<file path="config.mk">
export PLATFORM = sky130hd
export DESIGN_NAME = mmc_top
export DESIGN_NICKNAME = d
export VERILOG_FILES = /design/src/rtl/mmc_pkg.sv /design/src/rtl/mmc_cfg_if.sv /design/src/rtl/mmc_cfg_store.sv /design/src/rtl/mmc_top.sv
export SDC_FILE = /design/constraint.sdc
export NUM_CORES = 1
export LEC_CHECK = 0
export ABC_AREA = 0
export ABC_CLOCK_PERIOD_IN_PS = 2000
export BUFFER_PORTS_ARGS = -buffer_cell sky130_fd_sc_hd__buf_4
export CORE_ASPECT_RATIO = 0.9
export CORE_MARGIN = 2
export CORE_UTILIZATION = 35
export CTS_BUF_LIST = sky130_fd_sc_hd__clkbuf_16
export DETAILED_ROUTE_END_ITERATION = 12
export GPL_ROUTABILITY_DRIVEN = 0
export SLEW_MARGIN = 20
export SYNTH_ARGS = -nofsm -noshare
export SYNTH_HDL_FRONTEND = slang
export SYNTH_SLANG_ARGS = --single-unit
</file>
<file path="constraint.sdc">
create_clock -name REF_CLK -period 2 [get_ports REF_CLK]
set_clock_uncertainty 0.2 [all_clocks]
set_input_delay 0.4 -clock REF_CLK [delete_from_list [all_inputs] [get_ports REF_CLK]]
set_output_delay 0.4 -clock REF_CLK [all_outputs]
set_load 0.1 [all_outputs]
</file>
<file path="src/rtl/mmc_pkg.sv">
// Constants and types shared by the macrocell mode configuration block
package mmc_pkg;

  // ------------------------------------------------------------------
  // Sizes and macrocell positions
  // ------------------------------------------------------------------
  localparam int NUM_CELLS = 8;
  localparam int NUM_PINS  = NUM_CELLS + 2;
  localparam int ADDR_W    = 8;
  localparam int DATA_W    = 32;
  localparam int CFG_BITS  = 2 + 2 * NUM_CELLS;  // two global, 16 per-cell
  localparam int CELL_LO   = 0;                  // outermost, low side
  localparam int CELL_HI   = NUM_CELLS - 1;      // outermost, high side
  localparam int INNER_LO  = 3;                  // innermost pair
  localparam int INNER_HI  = 4;
  localparam int PIN_CLK   = NUM_CELLS;          // index in pin vector
  localparam int PIN_OE    = NUM_CELLS + 1;

  // ------------------------------------------------------------------
  // Register offsets (byte addresses)
  // ------------------------------------------------------------------
  localparam logic [ADDR_W-1:0] OFS_ARCH    = 8'h00;
  localparam logic [ADDR_W-1:0] OFS_POL     = 8'h04;
  localparam logic [ADDR_W-1:0] OFS_LOCAL   = 8'h08;
  localparam logic [ADDR_W-1:0] OFS_CTRL    = 8'h0C;
  localparam logic [ADDR_W-1:0] OFS_STATUS  = 8'h10;
  localparam logic [ADDR_W-1:0] OFS_SIG     = 8'h14;
  localparam logic [ADDR_W-1:0] OFS_PRELOAD = 8'h18;
  localparam logic [ADDR_W-1:0] OFS_PINS    = 8'h1C;

  // ------------------------------------------------------------------
  // Field positions
  // ------------------------------------------------------------------
  localparam int ARCH_SYNC_BIT   = 0;
  localparam int ARCH_GLOBAL_BIT = 1;
  localparam int CTRL_RUN_BIT    = 0;
  localparam int STAT_MODE_LSB   = 0;
  localparam int STAT_RUN_BIT    = 2;
  localparam int STAT_CELLS_LSB  = 8;
  localparam int PINS_OE_LSB     = 8;
  localparam int PINS_FB_LSB     = 16;
  localparam int HTRANS_ACT_BIT  = 1;

  // ------------------------------------------------------------------
  // Reset values and bus codes
  // ------------------------------------------------------------------
  localparam logic                 RST_SYNC   = 1'h1;
  localparam logic                 RST_GLOBAL = 1'h0;
  localparam logic [NUM_CELLS-1:0] RST_POL    = 8'hFF;
  localparam logic [NUM_CELLS-1:0] RST_LOCAL  = 8'h00;
  localparam logic [NUM_CELLS-1:0] RST_CELLS  = 8'h00;
  localparam logic [NUM_PINS-1:0]  RST_PINS   = 10'h200;  // OE pin idle high
  // Signature default: value is arbitrary
  localparam logic [DATA_W-1:0]    SIG_DEFAULT = 32'h5A5A_0001;
  localparam logic [2:0]           HSIZE_WORD  = 3'h2;
  localparam logic                 HRESP_OKAY  = 1'h0;

  // ------------------------------------------------------------------
  // Types
  // ------------------------------------------------------------------
  typedef logic [NUM_CELLS-1:0] mmc_cells_t;
  typedef enum logic [1:0] {
    MODE_SIMPLE,
    MODE_COMPLEX,
    MODE_REGISTERED
  } mmc_mode_t;
  typedef enum logic [1:0] {
    BUS_IDLE,
    BUS_WRITE,
    BUS_READ,
    BUS_RDATA
  } mmc_bus_t;

endpackage

</file>
<file path="src/rtl/mmc_cfg_if.sv">
// Interface between the bus decode and the architecture bit store
`timescale 1ns/1ps
interface mmc_cfg_if;
  import mmc_pkg::*;

  logic                   wr_arch;
  logic                   wr_pol;
  logic                   wr_local;
  logic                   wr_sig;
  logic                   wr_run;
  logic [DATA_W-1:0]      wdata;
  logic                   sync_select_bit;
  logic                   global_arch_control_bit;
  mmc_cells_t             polarity;
  mmc_cells_t             local_arch_control_bit;
  logic [DATA_W-1:0]      signature;
  logic                   run;

  modport store (
    input  wr_arch, wr_pol, wr_local, wr_sig, wr_run, wdata,
    output sync_select_bit, global_arch_control_bit, polarity,
    output local_arch_control_bit, signature, run
  );
  modport user (
    output wr_arch, wr_pol, wr_local, wr_sig, wr_run, wdata,
    input  sync_select_bit, global_arch_control_bit, polarity,
    input  local_arch_control_bit, signature, run
  );
endinterface

</file>
<file path="src/rtl/mmc_cfg_store.sv">
// Architecture bit store with freeze once the logic runs
`timescale 1ns/1ps
module mmc_cfg_store (
  // Clock and reset
  input wire logic clk,
  input wire logic nrst,
  // Configuration port
  mmc_cfg_if.store cfg
);
  import mmc_pkg::*;

  // Two global bits plus a polarity and a local bit per cell
  logic              sync_sel;
  logic              glob_ac;
  mmc_cells_t        pol;
  mmc_cells_t        local_ac;
  logic [DATA_W-1:0] sig;
  logic              run;
  logic              next_sync_sel;
  logic              next_glob_ac;
  mmc_cells_t        next_pol;
  mmc_cells_t        next_local_ac;
  logic [DATA_W-1:0] next_sig;
  logic              next_run;

  // Next values: loads only while stopped, run is set-only
  always_comb begin
    next_sync_sel = sync_sel;
    next_glob_ac  = glob_ac;
    next_pol      = pol;
    next_local_ac = local_ac;
    next_sig      = sig;
    next_run      = run;
    if (!run) begin
      if (cfg.wr_arch) begin
        next_sync_sel = cfg.wdata[ARCH_SYNC_BIT];
        next_glob_ac  = cfg.wdata[ARCH_GLOBAL_BIT];
      end
      if (cfg.wr_pol) begin
        next_pol = cfg.wdata[NUM_CELLS-1:0];
      end
      if (cfg.wr_local) begin
        next_local_ac = cfg.wdata[NUM_CELLS-1:0];
      end
      if (cfg.wr_sig) begin
        next_sig = cfg.wdata;
      end
    end
    if (cfg.wr_run) begin
      next_run = 1'h1;
    end
  end

  // Registers
  always_ff @(posedge clk or negedge nrst) begin
    if (!nrst) begin
      sync_sel <= RST_SYNC;
      glob_ac  <= RST_GLOBAL;
      pol      <= RST_POL;
      local_ac <= RST_LOCAL;
      sig      <= SIG_DEFAULT;
      run      <= 1'h0;
    end else begin
      sync_sel <= next_sync_sel;
      glob_ac  <= next_glob_ac;
      pol      <= next_pol;
      local_ac <= next_local_ac;
      sig      <= next_sig;
      run      <= next_run;
    end
  end

  // Drive the stored bits out
  assign cfg.sync_select_bit         = sync_sel;
  assign cfg.global_arch_control_bit = glob_ac;
  assign cfg.polarity                = pol;
  assign cfg.local_arch_control_bit  = local_ac;
  assign cfg.signature               = sig;
  assign cfg.run                     = run;

endmodule

</file>
<file path="src/rtl/mmc_top.sv">
// Macrocell mode configuration with AHB-Lite register access
// Function
// - Three modes, simple, complex, registered; one mode for all cells.
// - Sync select and global control bits together choose the mode.
// - Per-cell polarity bit inverts or passes output in every mode.
// - Per-cell local bit picks output, input/output or input role.
// - Configuration is two global bits plus sixteen per-cell bits.
// - Registered mode: clock pin is register clock, OE pin is enable.
// - Complex mode: clock and OE pins are data via outer feedback paths.
// - Complex mode: the two outer cells give no own feedback.
// - Simple mode: each pin but the inner two reaches the array via neighbour feedback.
// - Simple mode: inner two cells are fixed outputs; their feedback carries the neighbour pin.
// - Cell registers clear at reset and accept any preload.
// - Readable signature held apart from the logic configuration.
// - Simple mode when sync select is one and global bit zero.
// - Polarity zero gives active low output, one gives active high.
// - Simple mode: local zero is output, local one dedicated input.
// - Registered cells share one clock pin and one enable pin.
//
// Our own choices: the register offsets and the AHB-Lite slave port.
`timescale 1ns/1ps
module mmc_top (
  // Clock and reset
  input  wire logic                          REF_CLK,
  input  wire logic                          NRST,
  // AHB-Lite slave
  input  wire logic                          HSEL,
  input  wire logic [mmc_pkg::ADDR_W-1:0]    HADDR,
  input  wire logic [1:0]                    HTRANS,
  input  wire logic                          HWRITE,
  input  wire logic [2:0]                    HSIZE,
  input  wire logic [mmc_pkg::DATA_W-1:0]    HWDATA,
  input  wire logic                          HREADY,
  output logic      [mmc_pkg::DATA_W-1:0]    HRDATA,
  output logic                               HREADYOUT,
  output logic                               HRESP,
  // Dedicated input pins
  input  wire logic                          CLK_PIN,
  input  wire logic                          OE_PIN_N,
  // Product-term array side
  input  wire logic [mmc_pkg::NUM_CELLS-1:0] ARRAY_SUM,
  input  wire logic [mmc_pkg::NUM_CELLS-1:0] ARRAY_OE,
  output logic      [mmc_pkg::NUM_CELLS-1:0] FEEDBACK,
  // Macrocell pins
  input  wire logic [mmc_pkg::NUM_CELLS-1:0] IO_IN,
  output logic      [mmc_pkg::NUM_CELLS-1:0] IO_OUT,
  output logic      [mmc_pkg::NUM_CELLS-1:0] IO_OE,
  // Status
  output logic      [1:0]                    MODE
);
  import mmc_pkg::*;

  // ------------------------------------------------------------------
  // Declarations
  // ------------------------------------------------------------------
  mmc_cfg_if         cfg ();
  mmc_mode_t         mode;
  logic [NUM_PINS-1:0] pin_raw;
  logic [NUM_PINS-1:0] sync1;
  logic [NUM_PINS-1:0] sync2;
  logic [NUM_PINS-1:0] sync3;
  logic [NUM_PINS-1:0] pin_f;
  logic [NUM_PINS-1:0] next_pin_f;
  logic              clk_prev;
  logic              clk_rise;
  mmc_cells_t        cell_q;
  mmc_cells_t        next_cell_q;
  mmc_cells_t        out_q;
  mmc_cells_t        oe_q;
  mmc_cells_t        fb_q;
  mmc_cells_t        next_out;
  mmc_cells_t        next_oe;
  mmc_cells_t        next_fb;
  mmc_bus_t          state;
  mmc_bus_t          next_state;
  logic [ADDR_W-1:0] addr;
  logic [ADDR_W-1:0] next_addr;
  logic [DATA_W-1:0] rdata;
  logic [DATA_W-1:0] next_rdata;
  logic [DATA_W-1:0] rd_value;
  logic              take;
  logic              preload_wr;

  // ------------------------------------------------------------------
  // Architecture bit store
  // ------------------------------------------------------------------
  mmc_cfg_store u_store (
    .clk  (REF_CLK),
    .nrst (NRST),
    .cfg  (cfg.store)
  );

  // Mode decode from the two global bits
  always_comb begin
    if (!cfg.sync_select_bit) begin
      mode = MODE_REGISTERED;
    end else if (cfg.global_arch_control_bit) begin
      mode = MODE_COMPLEX;
    end else begin
      mode = MODE_SIMPLE;
    end
  end

  assign MODE = mode;

  // ------------------------------------------------------------------
  // Pin synchronisers
  // ------------------------------------------------------------------
  assign pin_raw = {OE_PIN_N, CLK_PIN, IO_IN};

  // A change counts once the second and third stages agree
  always_comb begin
    for (int k = 0; k < NUM_PINS; k++) begin
      next_pin_f[k] = (sync2[k] == sync3[k]) ? sync3[k] : pin_f[k];
    end
  end

  // Three-stage chain, filtered level and clock pin history
  always_ff @(posedge REF_CLK or negedge NRST) begin
    if (!NRST) begin
      sync1    <= RST_PINS;
      sync2    <= RST_PINS;
      sync3    <= RST_PINS;
      pin_f    <= RST_PINS;
      clk_prev <= 1'h0;
    end else begin
      sync1    <= pin_raw;
      sync2    <= sync1;
      sync3    <= sync2;
      pin_f    <= next_pin_f;
      clk_prev <= pin_f[PIN_CLK];
    end
  end

  // Rising edge of the common register clock pin
  assign clk_rise = pin_f[PIN_CLK] & ~clk_prev;

  // ------------------------------------------------------------------
  // Macrocell registers
  // ------------------------------------------------------------------
  // Preload beats a clock edge; capture only in registered mode
  always_comb begin
    next_cell_q = cell_q;
    if (preload_wr) begin
      next_cell_q = HWDATA[NUM_CELLS-1:0];
    end else if (cfg.run && mode == MODE_REGISTERED && clk_rise) begin
      for (int k = 0; k < NUM_CELLS; k++) begin
        if (!cfg.local_arch_control_bit[k]) begin
          next_cell_q[k] = ARRAY_SUM[k];
        end
      end
    end
  end

  always_ff @(posedge REF_CLK or negedge NRST) begin
    if (!NRST) begin
      cell_q <= RST_CELLS;
    end else begin
      cell_q <= next_cell_q;
    end
  end

  // ------------------------------------------------------------------
  // Per-cell output, enable and feedback routing
  // ------------------------------------------------------------------
  for (genvar i = 0; i < NUM_CELLS; i++) begin : g_cell
    // Pin whose level this cell's feedback path carries in simple mode, for all but the outer cells
    localparam int NB = (i == CELL_LO || i == CELL_HI) ? i :
                        (i <= INNER_LO) ? i - 1 : i + 1;
    localparam bit OUTER = (i == CELL_LO || i == CELL_HI);
    localparam bit INNER = (i == INNER_LO || i == INNER_HI);
    localparam int DED   = (i == CELL_HI) ? PIN_CLK : PIN_OE;

    logic src;
    logic local_bit;

    assign local_bit = cfg.local_arch_control_bit[i];

    // Output value, enable and feedback for one cell
    always_comb begin
      src = ARRAY_SUM[i];
      if (mode == MODE_REGISTERED && !local_bit) begin
        src = cell_q[i];
      end
      next_out[i] = cfg.polarity[i] ? src : ~src;
      next_oe[i]  = 1'h0;
      next_fb[i]  = pin_f[i];
      unique case (mode)
        MODE_REGISTERED: begin
          if (!local_bit) begin
            next_oe[i] = ~pin_f[PIN_OE];
            next_fb[i] = cell_q[i];
          end else begin
            next_oe[i] = ARRAY_OE[i];
          end
        end
        MODE_COMPLEX: begin
          next_oe[i] = local_bit ? ARRAY_OE[i] : 1'h1;
          if (OUTER) begin
            next_fb[i] = pin_f[DED];
          end
        end
        MODE_SIMPLE: begin
          if (INNER) begin
            next_oe[i] = 1'h1;
            next_fb[i] = 1'h0;
          end else begin
            next_oe[i] = ~local_bit;
            next_fb[i] = OUTER ? pin_f[DED] : pin_f[NB];
          end
          if (INNER) begin
            next_fb[i] = pin_f[NB];
          end
        end
        default: begin
          next_oe[i] = 1'h0;
        end
      endcase
      if (!cfg.run) begin
        next_oe[i] = 1'h0;
      end
    end
  end

  // Registered pin and array drive
  always_ff @(posedge REF_CLK or negedge NRST) begin
    if (!NRST) begin
      out_q <= RST_CELLS;
      oe_q  <= RST_CELLS;
      fb_q  <= RST_CELLS;
    end else begin
      out_q <= next_out;
      oe_q  <= next_oe;
      fb_q  <= next_fb;
    end
  end

  assign IO_OUT   = out_q;
  assign IO_OE    = oe_q;
  assign FEEDBACK = fb_q;

  // ------------------------------------------------------------------
  // AHB-Lite slave
  // ------------------------------------------------------------------
  assign take = HSEL & HTRANS[HTRANS_ACT_BIT] & HREADY &
                (HSIZE == HSIZE_WORD);

  // Read multiplexer; unmapped offsets read zero
  always_comb begin
    rd_value = '0;
    unique case (addr)
      OFS_ARCH: begin
        rd_value[ARCH_SYNC_BIT]   = cfg.sync_select_bit;
        rd_value[ARCH_GLOBAL_BIT] = cfg.global_arch_control_bit;
      end
      OFS_POL:     rd_value[NUM_CELLS-1:0] = cfg.polarity;
      OFS_LOCAL:   rd_value[NUM_CELLS-1:0] = cfg.local_arch_control_bit;
      OFS_CTRL:    rd_value[CTRL_RUN_BIT]  = cfg.run;
      OFS_STATUS: begin
        rd_value[STAT_MODE_LSB +: 2]           = mode;
        rd_value[STAT_RUN_BIT]                 = cfg.run;
        rd_value[STAT_CELLS_LSB +: NUM_CELLS]  = cell_q;
      end
      OFS_SIG:     rd_value = cfg.signature;
      OFS_PRELOAD: rd_value[NUM_CELLS-1:0] = cell_q;
      OFS_PINS: begin
        rd_value[NUM_CELLS-1:0]             = out_q;
        rd_value[PINS_OE_LSB +: NUM_CELLS]  = oe_q;
        rd_value[PINS_FB_LSB +: NUM_CELLS]  = fb_q;
      end
      default:     rd_value = '0;
    endcase
  end

  // Bus phases, write strobes and read data
  always_comb begin
    next_state   = state;
    next_addr    = addr;
    next_rdata   = rdata;
    cfg.wr_arch  = 1'h0;
    cfg.wr_pol   = 1'h0;
    cfg.wr_local = 1'h0;
    cfg.wr_sig   = 1'h0;
    cfg.wr_run   = 1'h0;
    preload_wr   = 1'h0;
    cfg.wdata    = HWDATA;
    if (state == BUS_WRITE) begin
      unique case (addr)
        OFS_ARCH:    cfg.wr_arch  = 1'h1;
        OFS_POL:     cfg.wr_pol   = 1'h1;
        OFS_LOCAL:   cfg.wr_local = 1'h1;
        OFS_CTRL:    cfg.wr_run   = HWDATA[CTRL_RUN_BIT];
        OFS_SIG:     cfg.wr_sig   = 1'h1;
        OFS_PRELOAD: preload_wr   = 1'h1;
        default:     preload_wr   = 1'h0;
      endcase
    end
    if (state == BUS_READ) begin
      next_rdata = rd_value;
      next_state = BUS_RDATA;
    end else if (take) begin
      next_addr  = HADDR;
      next_state = HWRITE ? BUS_WRITE : BUS_READ;
    end else begin
      next_state = BUS_IDLE;
    end
  end

  always_ff @(posedge REF_CLK or negedge NRST) begin
    if (!NRST) begin
      state <= BUS_IDLE;
      addr  <= OFS_ARCH;
      rdata <= '0;
    end else begin
      state <= next_state;
      addr  <= next_addr;
      rdata <= next_rdata;
    end
  end

  // One wait state on reads, writes complete at once
  assign HREADYOUT = (state != BUS_READ);
  assign HRDATA    = rdata;
  assign HRESP     = HRESP_OKAY;

endmodule

</file>
==> results.md <==
* Vias at 4,993
* Sw frac at 39.6%
* Syn. warnings at 0
* Pins over their slew limit at 0
* Clk buf depth at 2
* DP Worst Slack at -0.0954 ns
* Clock power share at 29.0%
* Worst Path Arrival at 2.15 ns
* CTS tree: built
* RSZ-0062 raised after global routing: yes
* R2R depth at 5
* Crit path launch type: flip-flop
* Start point of the critical path: addr[3]
* Clock Latency Late Sink at 0.43 ns
* Lkg Pwr at 4.47 nW
* Design Area, Final at 9680 sq um
* Hold endpoint: u_store.cfg.local_arch_control_bit[4]
* I/O Buffers at 133
* Remaining antenna violation count after routing at 0
* Die width at 152 microns
* Routed wire length at 18,400 microns
* Pin count of the biggest net entering global routing at 47
* Minimum setup slack among reg-to-reg paths at -0.04 ns
* Initial Util at 35.9%
* Most common cell in the synthesized netlist: dfrtp_1
* Final #Nets at 811
* Cell row count at 48
* Total track usage at 18.2%
* Mapped Nets at 596
* WHS at 0.0307 ns
* Die Y at 137 microns
* Mapped cell area at 6920 sq um
* Hold Fails Final Rpt at 0
* Layout cells sized above 1 at 43.3%
* Top Ports at 136
* Num CTS Buffers at 17
* Post-synthesis register bit count at 166
* Sequential Power Share at 35.3%
* CP required at 2.11 ns
* # clock sinks at 166
* Reg2reg end: u_store.cfg.signature[14]
* Sw power at 4.65 mW
* Fin crit period at 2.04 ns
* Post-synth top area cell: dfrtp_1
* WL per Instance at 18.4 microns
* Final setup fails at 18
* Initial DRC Count at 319
* Most common library cells after synthesis: dfrtp_1, mux2_2, mux2i_1
* R2R Path Start: addr[3]
* Post-synth EDFFs at 0
* First-pass GRT wire length at 28,900 microns
* # DRC at 0
* CTS root buf: clkbuf_16
* Initial antenna violation count at 0
* Die area at 20,900 sq um
* Synth cell types at 48
* Avg Inst Size Synth at 13.3 sq um
* CTS clk-pin slew, worst paths at 0.07 ns
* Number of global-route vias before repair at 5,206
* Placed inst area at 8470 sq um
* Max_cap viols at 0
* Power, Total at 11.7 mW
* GR Overflow Total at 0
* Sequential area share after synthesis at 60.4%
* Final worst slack at -0.0436 ns
* Fmax at 489 MHz
* H-Tree Depth at 4
* Vias/cell at 5.00
* Yosys top cell area share at 52.1%
* Combinational share of power at 35.8%
* Failing checks: setup timing
* Pwr per Cell Area at 1210 nW/um^2
* Layout overhead on the synthesized area at 39.9%
* CP Class: flip-flop to flip-flop
* Cell Int Power at 7.08 mW
* Hold Startpoint: HWDATA[4]
* Async set-or-reset flop fraction in the synthesized netlist at 100%
* Synth area leaders: dfrtp_1, mux2_2, dfstp_2
* Drt pass-1 iters at 6
* Worst Hold Class: input port to flip-flop
* CP endpoint kind: flip-flop
* Final setup TNS at -0.389 ns
* Status: finished with violations
* Synth Instances at 520
* Hold Crit Depth at 2
* Detail Placement HPWL at 13,300 microns
* Period utilization at 102%
* CP max FO at 20
* Worst vdd ir at 0.488 mV
* Core area at 19,300 sq um
* Top FF cell, synth: dfrtp_1
## worst max-delay path, cell delays in order, from the launching register on
cell and delay, ns:
dfrtp_1 0.41, nor4b_4 0.34, nand2_2 0.10, or3_4 0.37
buf_12 0.19, mux2_4 0.30
## logic make-up (layout without fill, tap and decap cells)
logic type / count (synthesis) / count (layout) / synth area share (%)
buffers and inverters: 40 / 268 / 2.80
AOI/OAI and AO/OA: 87 / 87 / 8.41
DFF: 166 / 166 / 60.4
muxes: 107 / 107 / 17.8
adders and majority gates: 10 / 10 / 1.45
and+or+nand+nor: 101 / 101 / 8.07
other: 1 / 2 / 0.0542
xor gates and xnor gates: 8 / 8 / 1.01
## how the worst max path moves through the flow
stage	endpoint	cells past startpoint	slack [ns]
floorplan	HRDATA[1]	5	-0.18
global placement	u_store.cfg.local_arch_control_bit[2]	4	-0.07
detailed placement	u_store.cfg.signature[14]	5	-0.1
CTS	u_store.cfg.signature[21]	5	-0.05
global route	u_store.cfg.signature[11]	5	-0.09
finish	u_store.cfg.signature[14]	5	-0.04
## state kept, by name, summed over array words and instances (netlist names), 2 cells and up
| name | cells |
|---|---|
| FEEDBACK | 8 |
| IO_OUT | 8 |
| u_store.cfg.signature | 32 |
| IO_OE | 8 |
| sync2 | 10 |
| state | 2 |
| sync1 | 10 |
| addr | 8 |
| u_store.cfg.polarity | 8 |
| cell_q | 8 |
| u_store.cfg.local_arch_control_bit | 8 |
| HRDATA | 32 |
| pin_f | 10 |
| sync3 | 10 |
## repair_timing
item,in CTS,in global routing
buffers inserted,3,5
hold endpoints to repair,75,1
setup endpoints to repair,53,74
pin swaps,2,4
hold buffers,43,1
resized for setup,10,12
## layer usage
metal  up-vias  GRT usage (%)  share of wire (%)
met4         0           5.45               0.93
li1       2306              -                  -
met3        15           4.88                5.1
met2       131           29.4                 48
met1      2541           24.3                 46
met5         -              0                  0
## cells in the final DEF (no fill, tap or decap), drive strengths merged, types with 2 or more instances in the layout
| master | instances |
|---|---|
| mux4 | 3 |
| nor2 | 33 |
| a22oi | 12 |
| xor2 | 8 |
| and2 | 9 |
| dfrtp | 144 |
| o22ai | 8 |
| dfstp | 22 |
| dlygate4sd3 | 44 |
| clkinv | 4 |
| o21ai | 20 |
| inv | 18 |
| mux2i | 37 |
| or3 | 2 |
| a22o | 8 |
| nand2 | 26 |
| nand4 | 2 |
| a211oi | 6 |
| nor2b | 10 |
| and4 | 2 |
| nor4b | 3 |
| nor3 | 2 |
| o22a | 3 |
| mux2 | 67 |
| a21oi | 20 |
| nand3 | 5 |
| bufinv | 3 |
| clkbuf | 17 |
| a222oi | 8 |
| maj3 | 10 |
| or4b | 2 |
| buf | 181 |
## power groups by stage
stage | sequential, mW | clock, mW | combinational (mW)
final | 4.14 | 3.40 | 4.20
after global routing | 4.18 | 3.61 | 4.40
after CTS | 4.14 | 3.47 | 4.15
after detailed placement | 4.21 | 0 | 3.96
after global placement | 4.20 | 0 | 3.92
after floorplan | 5.70 | 0 | 1.28
## per-stage QoR
stage | utilization, % | std cells
floorplan | - | 520
global placement | 43.9 | 914
detailed placement | 43.9 | 914
CTS | 49.7 | 992
global route | 50.2 | 998
finish | 50.2 | 999
## layout make-up
cell class                 instances  area, sq um
fill                            1701         9600
timing repair buffer             225         1890
clock inverter                    15          190
tap                              250          313
sequential                       166         4180
inverter                          11         45.0
antenna                            1         2.50
multi-input combinational        314         2630
clock buffer                      17          425
Note: power is estimated with default switching activity, not from simulation.
